--- src/fdhc_defs.vh ---
// Constants shared by the disk head control command block
`ifndef FDHC_DEFS_VH
`define FDHC_DEFS_VH

// Register byte offsets
`define FDHC_OFS_CMD      8'h00
`define FDHC_OFS_SRT      8'h04
`define FDHC_OFS_STATUS   8'h08
`define FDHC_OFS_RESULT   8'h0c
`define FDHC_OFS_IDREG    8'h10

// Command opcodes in CMD[3:0]
`define FDHC_OP_SENSE_DRV 4'h4
`define FDHC_OP_RECAL     4'h7
`define FDHC_OP_SENSE_INT 4'h8
`define FDHC_OP_READ_ID   4'ha
`define FDHC_OP_SEEK      4'hf

// Interrupt codes
`define FDHC_IC_NORMAL    2'b00
`define FDHC_IC_ABNORMAL  2'b01
`define FDHC_IC_INVALID   2'b10
`define FDHC_IC_POLL      2'b11

// Timing: step-rate unit is 1 ms, clock 25 MHz
`define FDHC_CLK_KHZ      25000
`define FDHC_SRT_UNIT_MS  1
`define FDHC_STEP_PW_NS   1000
`define FDHC_CLK_NS       40
`define FDHC_STEP_PW_CYC  6'h19   // 1000 ns pulse at a 40 ns clock
`define FDHC_SRT_SPAN     5'h10
`define FDHC_RECAL_MAX    7'h4f

// Single-density format fields: counts and fill bytes
`define FDHC_GAP4A_CNT    7'h28
`define FDHC_GAP1_CNT     7'h1a
`define FDHC_GAP2_CNT     7'h0b
`define FDHC_SYNC_CNT     7'h06
`define FDHC_GAP_BYTE     8'hff
`define FDHC_SYNC_BYTE    8'h00
`define FDHC_IAM_BYTE     8'hfc
`define FDHC_IDENTIFIER_ADDRESS_MARK_BYTE    8'hfe
`define FDHC_DAM_BYTE     8'hfb
`define FDHC_DDAM_BYTE    8'hf8

`endif

--- src/fdhc_seek.v ---
// One drive's head positioning engine: seek and recalibrate
`timescale 1ns/1ps
`default_nettype none
`include "fdhc_defs.vh"

module fdhc_seek (
    input  wire       pclk,
    input  wire       presetn,
    input  wire       tick,
    input  wire       clr,
    input  wire       start,
    input  wire       recal,
    input  wire [7:0] target,
    input  wire [3:0] step_rate_time,
    input  wire       track_zero_n,
    input  wire       ack,
    output reg        step_r,
    output reg        dir_r,
    output reg  [7:0] present_cylinder_r,
    output reg        done_r,
    output reg        seek_end_r,
    output reg        equip_chk_r,
    output reg        busy_r
);
    localparam S_IDLE  = 2'd0;
    localparam S_CHECK = 2'd1;
    localparam S_PULSE = 2'd2;
    localparam S_WAIT  = 2'd3;

    reg [1:0] state_r;
    reg       recal_r;
    reg [7:0] target_r;
    reg [6:0] steps_r;
    reg [4:0] ivl_r;
    reg [5:0] pw_r;

    // Stepping sequence; a done set in CHECK outranks a same-cycle ack
    always @(posedge pclk or negedge presetn) begin
        if (!presetn) begin
            state_r            <= S_IDLE;
            recal_r            <= 1'b0;
            target_r           <= 8'h00;
            steps_r            <= 7'h00;
            ivl_r              <= 5'h00;
            pw_r               <= 6'h00;
            step_r             <= 1'b0;
            dir_r              <= 1'b0;
            present_cylinder_r <= 8'h00;
            done_r             <= 1'b0;
            seek_end_r         <= 1'b0;
            equip_chk_r        <= 1'b0;
            busy_r             <= 1'b0;
        end else if (clr) begin
            state_r            <= S_IDLE;
            step_r             <= 1'b0;
            present_cylinder_r <= 8'h00;
            done_r             <= 1'b0;
            seek_end_r         <= 1'b0;
            equip_chk_r        <= 1'b0;
            busy_r             <= 1'b0;
        end else begin
            if (ack) begin
                done_r <= 1'b0;
                busy_r <= 1'b0;
            end
            case (state_r)
                S_IDLE: begin
                    if (start) begin
                        busy_r      <= 1'b1;
                        recal_r     <= recal;
                        target_r    <= target;
                        steps_r     <= 7'h00;
                        seek_end_r  <= 1'b0;
                        equip_chk_r <= 1'b0;
                        state_r     <= S_CHECK;
                        if (recal)
                            present_cylinder_r <= 8'h00;
                    end
                end
                S_CHECK: begin
                    if (recal_r) begin
                        if (track_zero_n) begin
                            seek_end_r <= 1'b1;
                            done_r     <= 1'b1;
                            busy_r     <= 1'b1;
                            state_r    <= S_IDLE;
                        end else if (steps_r == `FDHC_RECAL_MAX) begin
                            seek_end_r  <= 1'b1;
                            equip_chk_r <= 1'b1;
                            done_r      <= 1'b1;
                            busy_r      <= 1'b1;
                            state_r     <= S_IDLE;
                        end else begin
                            dir_r   <= 1'b0;
                            step_r  <= 1'b1;
                            pw_r    <= `FDHC_STEP_PW_CYC;
                            steps_r <= steps_r + 7'h01;
                            state_r <= S_PULSE;
                        end
                    end else if (present_cylinder_r == target_r) begin
                        seek_end_r <= 1'b1;
                        done_r     <= 1'b1;
                        busy_r     <= 1'b1;
                        state_r    <= S_IDLE;
                    end else begin
                        dir_r   <= (present_cylinder_r < target_r);
                        step_r  <= 1'b1;
                        pw_r    <= `FDHC_STEP_PW_CYC;
                        state_r <= S_PULSE;
                        if (present_cylinder_r < target_r)
                            present_cylinder_r <= present_cylinder_r + 8'h01;
                        else
                            present_cylinder_r <= present_cylinder_r - 8'h01;
                    end
                end
                S_PULSE: begin
                    if (pw_r == 6'h01) begin
                        step_r  <= 1'b0;
                        ivl_r   <= `FDHC_SRT_SPAN - {1'b0, step_rate_time};
                        state_r <= S_WAIT;
                    end else begin
                        pw_r <= pw_r - 6'h01;
                    end
                end
                S_WAIT: begin
                    if (tick) begin
                        if (ivl_r == 5'h01)
                            state_r <= S_CHECK;
                        else
                            ivl_r <= ivl_r - 5'h01;
                    end
                end
                default: state_r <= S_IDLE;
            endcase
        end
    end
endmodule // fdhc_seek

`default_nettype wire

--- src/fdhc_top.v ---
// Disk head control commands with APB register access
// Operation
// - Read-id, recal, seek, transfer result and reset poll raise interrupt
// - Read-id captures first good id field
// - No id mark by second index: abnormal
// - Recal clears cylinder, steps out while low
// - Track zero high ends recal with seek-end
// - 79 steps without track zero: equipment check
// - Busy only in command phase, drives overlap
// - Seek direction from present versus target
// - Step-rate spacing, stop on equal cylinder
// - Unsensed drive stays busy
// - Head bit in status zero reads zero
// - Powerdown exit clears cylinder and status
// - Interrupt on result phase and seek end
// - Sense interrupt clears and reports cause
// - Cause encoding seek-end plus interrupt code
// - Sense drive status returns status three
// - Single-density format field sequence
//
// The implementer's own choices: the register offsets and register access over APB.
`timescale 1ns/1ps
`default_nettype none
`include "fdhc_defs.vh"

module fdhc_top #(
    parameter STEP_UNIT_CYC = `FDHC_SRT_UNIT_MS * `FDHC_CLK_KHZ
) (
    input  wire        pclk,
    input  wire        presetn,
    input  wire        psel,
    input  wire        penable,
    input  wire        pwrite,
    input  wire [7:0]  paddr,
    input  wire [31:0] pwdata,
    output reg  [31:0] prdata_r,
    output reg         pready_r,
    output reg         pslverr_r,
    input  wire [3:0]  track_zero_n,
    input  wire        index_pulse_n,
    input  wire        write_prot_n,
    input  wire        id_valid,
    input  wire [31:0] id_field,
    input  wire        xfer_result,
    input  wire        pd_exit,
    input  wire        fmt_start,
    input  wire        fmt_deleted,
    input  wire        fmt_ready,
    output reg  [7:0]  fmt_byte_r,
    output reg         fmt_valid_r,
    output wire [3:0]  step_r,
    output wire [3:0]  dir_r,
    output reg         fdc_int_r
);
    localparam RI_IDLE = 1'b0;
    localparam RI_WAIT = 1'b1;

    // Bus decode: writes act on the access edge; reads are captured in the setup cycle
    wire       acc    = psel & penable & pready_r;
    wire       wr_acc = acc & pwrite;
    wire       cmd_wr = wr_acc & (paddr == `FDHC_OFS_CMD);
    wire [3:0] op     = pwdata[3:0];
    wire [1:0] dsel   = pwdata[5:4];

    reg  [3:0]  srt_r;
    reg  [7:0]  st0_r;
    reg  [7:0]  res_byte_r;
    reg  [31:0] idreg_r;
    reg         ma_r;
    reg         ri_state_r;
    reg  [1:0]  idx_cnt_r;
    reg         idx_prev_r;
    reg         xfer_pend_r;
    reg         poll_pend_r;
    reg         cmd_busy_r;
    reg  [17:0] pre_r;
    reg         tick_r;
    reg  [3:0]  ack_r;
    reg  [1:0]  drive_r;

    wire [3:0]  d_start;
    wire [3:0]  d_done;
    wire [3:0]  d_se;
    wire [3:0]  d_ec;
    wire [3:0]  d_busy;
    wire [31:0] d_pcn;

    // Step-rate prescaler: one enable pulse per unit
    always @(posedge pclk or negedge presetn) begin
        if (!presetn) begin
            pre_r  <= 18'h00000;
            tick_r <= 1'b0;
        end else if (pre_r == STEP_UNIT_CYC[17:0] - 18'h00001) begin
            pre_r  <= 18'h00000;
            tick_r <= 1'b1;
        end else begin
            pre_r  <= pre_r + 18'h00001;
            tick_r <= 1'b0;
        end
    end

    // Seek engines, one per drive, all positioning in parallel
    genvar g;
    generate
        for (g = 0; g < 4; g = g + 1) begin : drv
            // accept seeks on any idle drive
            assign d_start[g] = cmd_wr & (dsel == g) & ~d_busy[g] &
                                ((op == `FDHC_OP_SEEK) |
                                 (op == `FDHC_OP_RECAL));
            fdhc_seek u_seek (
                .pclk               (pclk),
                .presetn            (presetn),
                .tick               (tick_r),
                .clr                (pd_exit),
                .start              (d_start[g]),
                .recal              (op == `FDHC_OP_RECAL),
                .target             (pwdata[15:8]),
                .step_rate_time                (srt_r),
                .track_zero_n       (track_zero_n[g]),
                .ack                (ack_r[g]),
                .step_r             (step_r[g]),
                .dir_r              (dir_r[g]),
                .present_cylinder_r (d_pcn[8*g +: 8]),
                .done_r             (d_done[g]),
                .seek_end_r         (d_se[g]),
                .equip_chk_r        (d_ec[g]),
                .busy_r             (d_busy[g])
            );
        end
    endgenerate

    // Lowest drive with a pending seek-end interrupt
    reg       pend_any;
    reg [1:0] pend_drv;
    integer   k;
    always @* begin
        pend_any = 1'b0;
        pend_drv = 2'b00;
        for (k = 3; k >= 0; k = k - 1) begin
            if (d_done[k]) begin
                pend_any = 1'b1;
                pend_drv = k[1:0];
            end
        end
    end

    wire [7:0] sel_pcn = d_pcn[8*pend_drv +: 8];
    wire       idx_fall = idx_prev_r & ~index_pulse_n;

    // Command interpreter, read-id search and interrupt causes
    always @(posedge pclk or negedge presetn) begin
        if (!presetn) begin
            srt_r       <= 4'h0;
            st0_r       <= 8'h00;
            res_byte_r  <= 8'h00;
            idreg_r     <= 32'h00000000;
            ma_r        <= 1'b0;
            ri_state_r  <= RI_IDLE;
            idx_cnt_r   <= 2'b00;
            idx_prev_r  <= 1'b1;
            xfer_pend_r <= 1'b0;
            poll_pend_r <= 1'b1;
            cmd_busy_r  <= 1'b0;
            ack_r       <= 4'h0;
            drive_r     <= 2'b00;
        end else begin
            idx_prev_r <= index_pulse_n;
            ack_r      <= 4'h0;
            // busy lasts only the command phase
            cmd_busy_r <= (ri_state_r == RI_WAIT);
            if (wr_acc & (paddr == `FDHC_OFS_SRT))
                srt_r <= pwdata[3:0];
            // result phase of a transfer command
            if (xfer_result)
                xfer_pend_r <= 1'b1;
            if (cmd_wr) begin
                case (op)
                    `FDHC_OP_SEEK, `FDHC_OP_RECAL: begin
                        cmd_busy_r <= 1'b1;
                    end
                    `FDHC_OP_READ_ID: begin
                        if (ri_state_r == RI_IDLE) begin
                            cmd_busy_r <= 1'b1;
                            ri_state_r <= RI_WAIT;
                            idx_cnt_r  <= 2'b00;
                            ma_r       <= 1'b0;
                            drive_r    <= dsel;
                        end
                    end
                    `FDHC_OP_SENSE_INT: begin
                        // report cause and clear one source
                        if (pend_any) begin
                            st0_r <= {d_ec[pend_drv] ? `FDHC_IC_ABNORMAL
                                                     : `FDHC_IC_NORMAL,
                                      d_se[pend_drv], d_ec[pend_drv],
                                      1'b0, 1'b0, pend_drv};
                            res_byte_r <= sel_pcn;
                            ack_r[pend_drv] <= 1'b1;
                        end else if (poll_pend_r) begin
                            st0_r       <= {`FDHC_IC_POLL, 6'h00};
                            res_byte_r  <= 8'h00;
                            poll_pend_r <= 1'b0;
                        end else if (xfer_pend_r & ~xfer_result) begin
                            xfer_pend_r <= 1'b0;
                        end else begin
                            st0_r <= {`FDHC_IC_INVALID, 6'h00};
                        end
                    end
                    `FDHC_OP_SENSE_DRV: begin
                        res_byte_r <= {1'b0, ~write_prot_n, 1'b1,
                                       track_zero_n[dsel], 1'b1,
                                       pwdata[16], dsel};
                    end
                    default: st0_r <= {`FDHC_IC_INVALID, 6'h00};
                endcase
            end
            if (ri_state_r == RI_WAIT) begin
                if (id_valid) begin
                    idreg_r     <= id_field;
                    st0_r       <= {`FDHC_IC_NORMAL, 4'h0, drive_r};
                    xfer_pend_r <= 1'b1;
                    ri_state_r  <= RI_IDLE;
                end else if (idx_fall & (idx_cnt_r == 2'b01)) begin
                    st0_r       <= {`FDHC_IC_ABNORMAL, 4'h0, drive_r};
                    ma_r        <= 1'b1;
                    xfer_pend_r <= 1'b1;
                    ri_state_r  <= RI_IDLE;
                end else if (idx_fall) begin
                    idx_cnt_r <= idx_cnt_r + 2'b01;
                end
            end
            if (pd_exit) begin
                st0_r       <= 8'h00;
                res_byte_r  <= 8'h00;
                ma_r        <= 1'b0;
                xfer_pend_r <= 1'b0;
            end
        end
    end

    // interrupt from seek ends, read-id and transfer results, and the reset poll
    always @(posedge pclk or negedge presetn) begin
        if (!presetn)
            fdc_int_r <= 1'b0;
        else
            fdc_int_r <= pend_any | xfer_pend_r | poll_pend_r;
    end

    // Format preamble sequencer: segment index and repeat count
    reg  [3:0] seg_r;
    reg  [6:0] rep_r;
    reg        fmt_on_r;
    reg        ddam_r;
    reg  [7:0] seg_byte;
    reg  [6:0] seg_len;

    always @* begin
        case (seg_r)
            4'd0:    begin seg_byte = `FDHC_GAP_BYTE;  seg_len = `FDHC_GAP4A_CNT; end
            4'd1:    begin seg_byte = `FDHC_SYNC_BYTE; seg_len = `FDHC_SYNC_CNT;  end
            4'd2:    begin seg_byte = `FDHC_IAM_BYTE;  seg_len = 7'h01;           end
            4'd3:    begin seg_byte = `FDHC_GAP_BYTE;  seg_len = `FDHC_GAP1_CNT;  end
            4'd4:    begin seg_byte = `FDHC_SYNC_BYTE; seg_len = `FDHC_SYNC_CNT;  end
            4'd5:    begin seg_byte = `FDHC_IDENTIFIER_ADDRESS_MARK_BYTE; seg_len = 7'h01;           end
            4'd6:    begin seg_byte = idreg_r[31:24];  seg_len = 7'h01;           end
            4'd7:    begin seg_byte = idreg_r[23:16];  seg_len = 7'h01;           end
            4'd8:    begin seg_byte = idreg_r[15:8];   seg_len = 7'h01;           end
            4'd9:    begin seg_byte = idreg_r[7:0];    seg_len = 7'h01;           end
            4'd10:   begin seg_byte = `FDHC_GAP_BYTE;  seg_len = `FDHC_GAP2_CNT;  end
            4'd11:   begin seg_byte = `FDHC_SYNC_BYTE; seg_len = `FDHC_SYNC_CNT;  end
            default: begin
                seg_byte = ddam_r ? `FDHC_DDAM_BYTE : `FDHC_DAM_BYTE;
                seg_len  = 7'h01;
            end
        endcase
    end

    // Bytes advance only when the drive side takes them
    always @(posedge pclk or negedge presetn) begin
        if (!presetn) begin
            seg_r       <= 4'd0;
            rep_r       <= 7'h00;
            fmt_on_r    <= 1'b0;
            ddam_r      <= 1'b0;
            fmt_byte_r  <= 8'h00;
            fmt_valid_r <= 1'b0;
        end else if (!fmt_on_r) begin
            // Last byte stands until the drive side takes it
            if (fmt_ready)
                fmt_valid_r <= 1'b0;
            if (fmt_start) begin
                fmt_on_r <= 1'b1;
                ddam_r   <= fmt_deleted;
                seg_r    <= 4'd0;
                rep_r    <= 7'h00;
            end
        end else if (!fmt_valid_r | fmt_ready) begin
            fmt_byte_r  <= seg_byte;
            fmt_valid_r <= 1'b1;
            if (rep_r + 7'h01 == seg_len) begin
                rep_r <= 7'h00;
                if (seg_r == 4'd12)
                    fmt_on_r <= 1'b0;
                else
                    seg_r <= seg_r + 4'd1;
            end else begin
                rep_r <= rep_r + 7'h01;
            end
        end
    end

    // APB answer: ready in the access cycle, zero wait states
    always @(posedge pclk or negedge presetn) begin
        if (!presetn) begin
            pready_r  <= 1'b0;
            pslverr_r <= 1'b0;
            prdata_r  <= 32'h00000000;
        end else begin
            pready_r  <= psel & ~penable;
            pslverr_r <= 1'b0;
            prdata_r  <= 32'h00000000;
            if (psel & ~penable) begin
                case (paddr)
                    `FDHC_OFS_CMD:    prdata_r <= 32'h00000000;
                    `FDHC_OFS_SRT:    prdata_r <= {28'h0000000, srt_r};
                    `FDHC_OFS_STATUS: prdata_r <= {22'h000000, ma_r,
                                                   fdc_int_r, d_busy,
                                                   3'b000, cmd_busy_r};
                    `FDHC_OFS_RESULT: prdata_r <= {16'h0000, res_byte_r,
                                                   st0_r};
                    `FDHC_OFS_IDREG:  prdata_r <= idreg_r;
                    default:          pslverr_r <= 1'b1;
                endcase
            end
        end
    end
endmodule // fdhc_top

`default_nettype wire

--- config.mk ---
export PLATFORM = sky130hd
export DESIGN_NAME = fdhc_top
export DESIGN_NICKNAME = d
export VERILOG_FILES = /design/src/fdhc_seek.v /design/src/fdhc_top.v
export VERILOG_INCLUDE_DIRS = /design/src
export SDC_FILE = /design/constraint.sdc
export NUM_CORES = 1
export LEC_CHECK = 0
export ABC_AREA = 1
export BUFFER_PORTS_ARGS = -buffer_cell sky130_fd_sc_hd__clkbuf_2
export CORE_MARGIN = 2
export CORE_UTILIZATION = 45
export DETAILED_ROUTE_END_ITERATION = 8
export GPL_ROUTABILITY_DRIVEN = 1
export PLACE_DENSITY_LB_ADDON = 0.2
export SLEW_MARGIN = 20
export SYNTH_ARGS = -nofsm -noshare
export SYNTH_HDL_FRONTEND = slang
export SYNTH_SLANG_ARGS = --single-unit
--- constraint.sdc ---
create_clock -name pclk -period 3.9 [get_ports pclk]
set_clock_uncertainty 0.1 [all_clocks]
set_input_delay 0.195 -clock pclk [delete_from_list [all_inputs] [get_ports pclk]]
set_output_delay 0.195 -clock pclk [all_outputs]
set_load 0.05 [all_outputs]
==> impl_metrics.csv <==
group,metric,value,unit
pwr,clkPwrFrac,27.5,%
route,remaining_design_rule_violation_count,0,
sta,final.period_utilization,75.8,%
setup_path,crit_path_frequent_cell,"sky130_fd_sc_hd__nand2_1",
setup_path,cpMaxStageDelayCell,"sky130_fd_sc_hd__dfrtp_1",
finish,layout-drive-gt1-share,11.4,%
die,rows,73,
synth,synth_enable_flop_cells,0,
setup_path,critPathTopFamily,"adder cells",
finish,insertedDiodeCount,0,
setup_path,critPathLaunchType,"flop",
cts,cts_root_buffer,"sky130_fd_sc_hd__clkbuf_16",
cts,cts-buffers-inserted,38,
setup_path,critical_path.reg2reg.startpoint,"drv[2].u_seek.present_cylinder_r[1]$_DFFE_PN0P_",
pwr,power_density,627,nW/µm²
synth,yosysUniqueCellTypes,62,
placed_design,place.port_buffers,123,
setup_path,ff2ff_setup_slack,0.94,ns
pwr,power.share.sequential,32.4,%
setup_path,crit_path_end_kind,"flop",
sta,finalWorstPathRequiredPeriod,2.96,ns
die,placeableCoreArea,39500,µm²
route,top_layer,"met4",
sta,worst_pin_slew,0.925,ns
setup_path,critical_path_peak_fanout,9,
finish,layoutNonFillerInstCount,2952,
cts,clock_latency_at_the_later_pin_of_the_worst_skew_pair,0.56,ns
min_path,whs_path_depth,5,
route,drt_iter0_drc,951,
synth,ranking_of_synthesized_cells_by_area,"sky130_fd_sc_hd__dfrtp_1 (44%), sky130_fd_sc_hd__nand2_1 (10%), sky130_fd_sc_hd__ha_1 (7.0%)",
pwr,power.leakage,10.3,nW
sta,hold_ws,0.0330,ns
grt,grt_start_max_net_pins,115,
route,ant_nets,0,
cts,clkTransAtPathRegs,0.06,ns
route,post_drt_via_cell_ratio,5.23,
setup_path,cp_num_buf_inv,2,
synth,syn_inst,2218,
grt,grt.total_usage,22.8,%
synth,post-synth-top-area-fraction,43.5,%
synth,synth_area_per_cell,8.09,µm²
cts,cts.sink_count,314,
sta,clock.fmax,338,MHz
grt,first_global_vias,15000,
cts,ctsLongestPathBuffers,3,
synth,synth-seq-cells,314,
sta,final.setup.worst_slack,0.945,ns
run,max_cap_viol_count,0,
route,dr_total_vias,15400,
pwr,p_int,7.75,mW
synth,postSynth.topFlopCell,"sky130_fd_sc_hd__dfrtp_1",
route,m1WireLength,20.5,mm
cts,postCtsResizedCells,0,
pwr,share_comb_of_total_power,40.2,%
grt,grt.overflow.total,0,
setup_path,timing.critical_path.cells,"ha_1 > inv_1 > nor2_1 > o21ai_0 > nand2_1 > nand2_1 > nand2_1 > inv_1 > fa_1 > o21ai_0 > nand2_1 > nand2_1 > a21oi_1 > xor2_1 > o22ai_1",
sta,final-setup-viol-count,0,
synth,mapped_nets,2411,
min_path,hp-class,"primary input to flop",
cts,cts.htree.levels,2,
setup_path,cp.arrival,3.31,ns
placed_design,place_worst_setup_slack,0.973,ns
pwr,worst_ir_drop_vdd,0.000419,V
route,route.met3.wl,3.05,mm
setup_path,worst_r2r_path_depth,15,
route,routedWlPerCell,15.8,µm
run_status,status,"finished clean",
placed_design,place_congestion,0.894,
sta,hold_fails_final_rpt,0,
synth,combined_area_of_all_synthesized_cells,17900,µm²
finish,final_net_count,2595,
setup_path,crit_type,"flop to flop",
sta,fin_setup_tns,0,ns
route,detail_route.first_pass.iterations,5,
pwr,power_switching_share,40.9,%
finish,area_delta_synth_final,16.5,%
grt,number_of_antenna_violations_at_the_first_check_in_global_routing,0,
route,drt_wl_total,46.6,mm
setup_path,cp.required,4.25,ns
sta,final-max-slew-violation-count,0,
die,top_level_ports,141,
die,initial_utilization,45.4,%
synth,asyncSetResetFlopFracSynth,100,%
placed_design,placedCellCount,2827,
die,design.die.area,41500,µm²
min_path,worst_hold_startpoint,"psel",
sta,max_slew_margin,38.4,%
placed_design,post-dp-hpwl,34.2,mm
finish,fillerInstances,3701,
die,fp.dieW,204,µm
cts,tritoncts,"built",
sta,grt_setup_unrepaired,"no",
pwr,fin_total_pwr,13.1,mW
grt,first_pass_grt_wire_length,75.7,mm
synth,ys_warn_count,0,
synth,part_of_the_yosys_area_used_for_sequential_elements,43.8,%
route,sum_of_met2_wire_segment_lengths_after_detailed_routing,21.7,mm
min_path,worstHoldEndpoint,"prdata_r[8]$_DFF_PN0_",
setup_path,worstReg2RegEnd,"drv[2].u_seek.present_cylinder_r[6]$_DFFE_PN0P_",
die,floorplan.die.height,204,µm
setup_path,cp_slowest_stage_delay,0.45,ns
pwr,power_switching,5.36,mW
synth,synth_largest_area_cell,"sky130_fd_sc_hd__dfrtp_1",
==> routing by layer <==
| layer | GRT usage (%) | up-vias |
|---|---|---|
| li1 | - | 7663 |
| met3 | 5.00 | 92 |
| met2 | 38.0 | 441 |
| met5 | 0 | - |
| met1 | 29.2 | 7236 |
| met4 | 7.85 | 0 |
==> tightest hold or removal path: cells and delay by family <==
family / cells / cell delay, ns
simple gates: 2 / 0.29
buf+inv: 3 / 0.16
==> area by class of cell <==
class	instances	area (µm²)	share of cell area [%]
Clock buffer	52	1050	5.04
Clock inverter	13	194	0.927
Inverter	325	1230	5.86
Multi-Input combinational cell	1529	8590	41.1
Sequential cell	314	7860	37.6
Tap cell	525	657	3.14
Timing Repair Buffer	194	1330	6.38
==> logic make-up after synthesis <==
kind of cell	synth area share [%]
muxes	0.683
DFF	43.8
and+or+nand+nor	22.8
adders and majority gates	7.42
xor gates and xnor gates	3.27
AOI/OAI and AO/OA	13.7
buffers and inverters	8.37
==> cell usage after synthesis, drive strengths merged (3+ instances only) <==
cell,instances
o2111ai,3
a41oi,7
a22o,4
mux2,10
o221ai,5
clkinv,3
nand3b,3
a31oi,6
fa,4
inv,322
o21ai,188
ha,100
o21a,9
o22ai,28
a21oi,123
nand4,33
o211ai,21
dfrtp,312
xnor2,23
o31ai,21
a221oi,5
nand3,120
or2,8
nand2,510
nor4,10
nor2,184
buf,35
xor2,44
clkbuf,15
nor3,44
and3,5
nor3b,3
==> flip-flops by register name, indices dropped and copies added, names as in the netlist, 7 cells and up <==
name                           count
st0_r                              8
drv.u_seek.present_cylinder_r     32
res_byte_r                         8
fmt_byte_r                         8
drv.u_seek.ivl_r                  20
pre_r                             18
drv.u_seek.pw_r                   24
drv.u_seek.state_r                 8
idreg_r                           32
drv.u_seek.target_r               32
drv.u_seek.steps_r                28
rep_r                              7
prdata_r                          32
==> layout by cell type, fill, tap and decap left out, types with 41 or more instances in the layout <==
master                          instances
sky130_fd_sc_hd__ha_1                 100
sky130_fd_sc_hd__nand3_1              110
sky130_fd_sc_hd__xor2_1                44
sky130_fd_sc_hd__dlygate4sd3_1         60
sky130_fd_sc_hd__o21ai_0              154
sky130_fd_sc_hd__nor2_1               173
sky130_fd_sc_hd__a21oi_1              122
sky130_fd_sc_hd__nor3_1                41
sky130_fd_sc_hd__nand2_1              487
sky130_fd_sc_hd__clkbuf_2             122
sky130_fd_sc_hd__dfrtp_1              312
sky130_fd_sc_hd__inv_1                316
==> worst max-delay path by stage <==
stage / from / to / slack [ns] / cells after the start
CTS: drv[2].u_seek.present_cylinder_r[7]$_DFFE_PN0P_ / drv[2].u_seek.present_cylinder_r[6]$_DFFE_PN0P_ / 0.92 / 13
detailed placement: drv[2].u_seek.present_cylinder_r[7]$_DFFE_PN0P_ / drv[2].u_seek.present_cylinder_r[6]$_DFFE_PN0P_ / 0.97 / 13
floorplan: drv[0].u_seek.present_cylinder_r[1]$_DFFE_PN0P_ / drv[0].u_seek.present_cylinder_r[6]$_DFFE_PN0P_ / 1.36 / 15
global placement: drv[0].u_seek.present_cylinder_r[5]$_DFFE_PN0P_ / drv[0].u_seek.present_cylinder_r[6]$_DFFE_PN0P_ / 1.06 / 13
global route: drv[0].u_seek.present_cylinder_r[1]$_DFFE_PN0P_ / drv[0].u_seek.present_cylinder_r[6]$_DFFE_PN0P_ / 0.69 / 15
finish: drv[2].u_seek.present_cylinder_r[1]$_DFFE_PN0P_ / drv[2].u_seek.present_cylinder_r[6]$_DFFE_PN0P_ / 0.94 / 15
==> stage by stage <==
step | utilization [%] | instance area [µm²]
5_1_grt | 52.9 | 20900
3_5_place_dp | 48.2 | 19100
3_3_place_gp | 48.2 | 19100
2_1_floorplan | - | 17900
4_1_cts | 52.9 | 20900
6_report | 52.9 | 20900
==> what timing repair did <==
action / CTS / global route
buffers inserted: 0 / 0
hold endpoints to repair: 199 / 0
hold buffers: 60 / 0
==> power groups by stage <==
stage / logic, mW / registers (mW) / clock network [mW]
CTS: 5.25 / 4.23 / 3.69
global placement: 5.03 / 4.27 / 0
floorplan: 3.95 / 4.29 / 0
global route: 5.97 / 4.31 / 3.83
finish: 5.26 / 4.24 / 3.60
detailed placement: 5.16 / 4.28 / 0
Note: power is estimated with default switching activity, not from simulation.
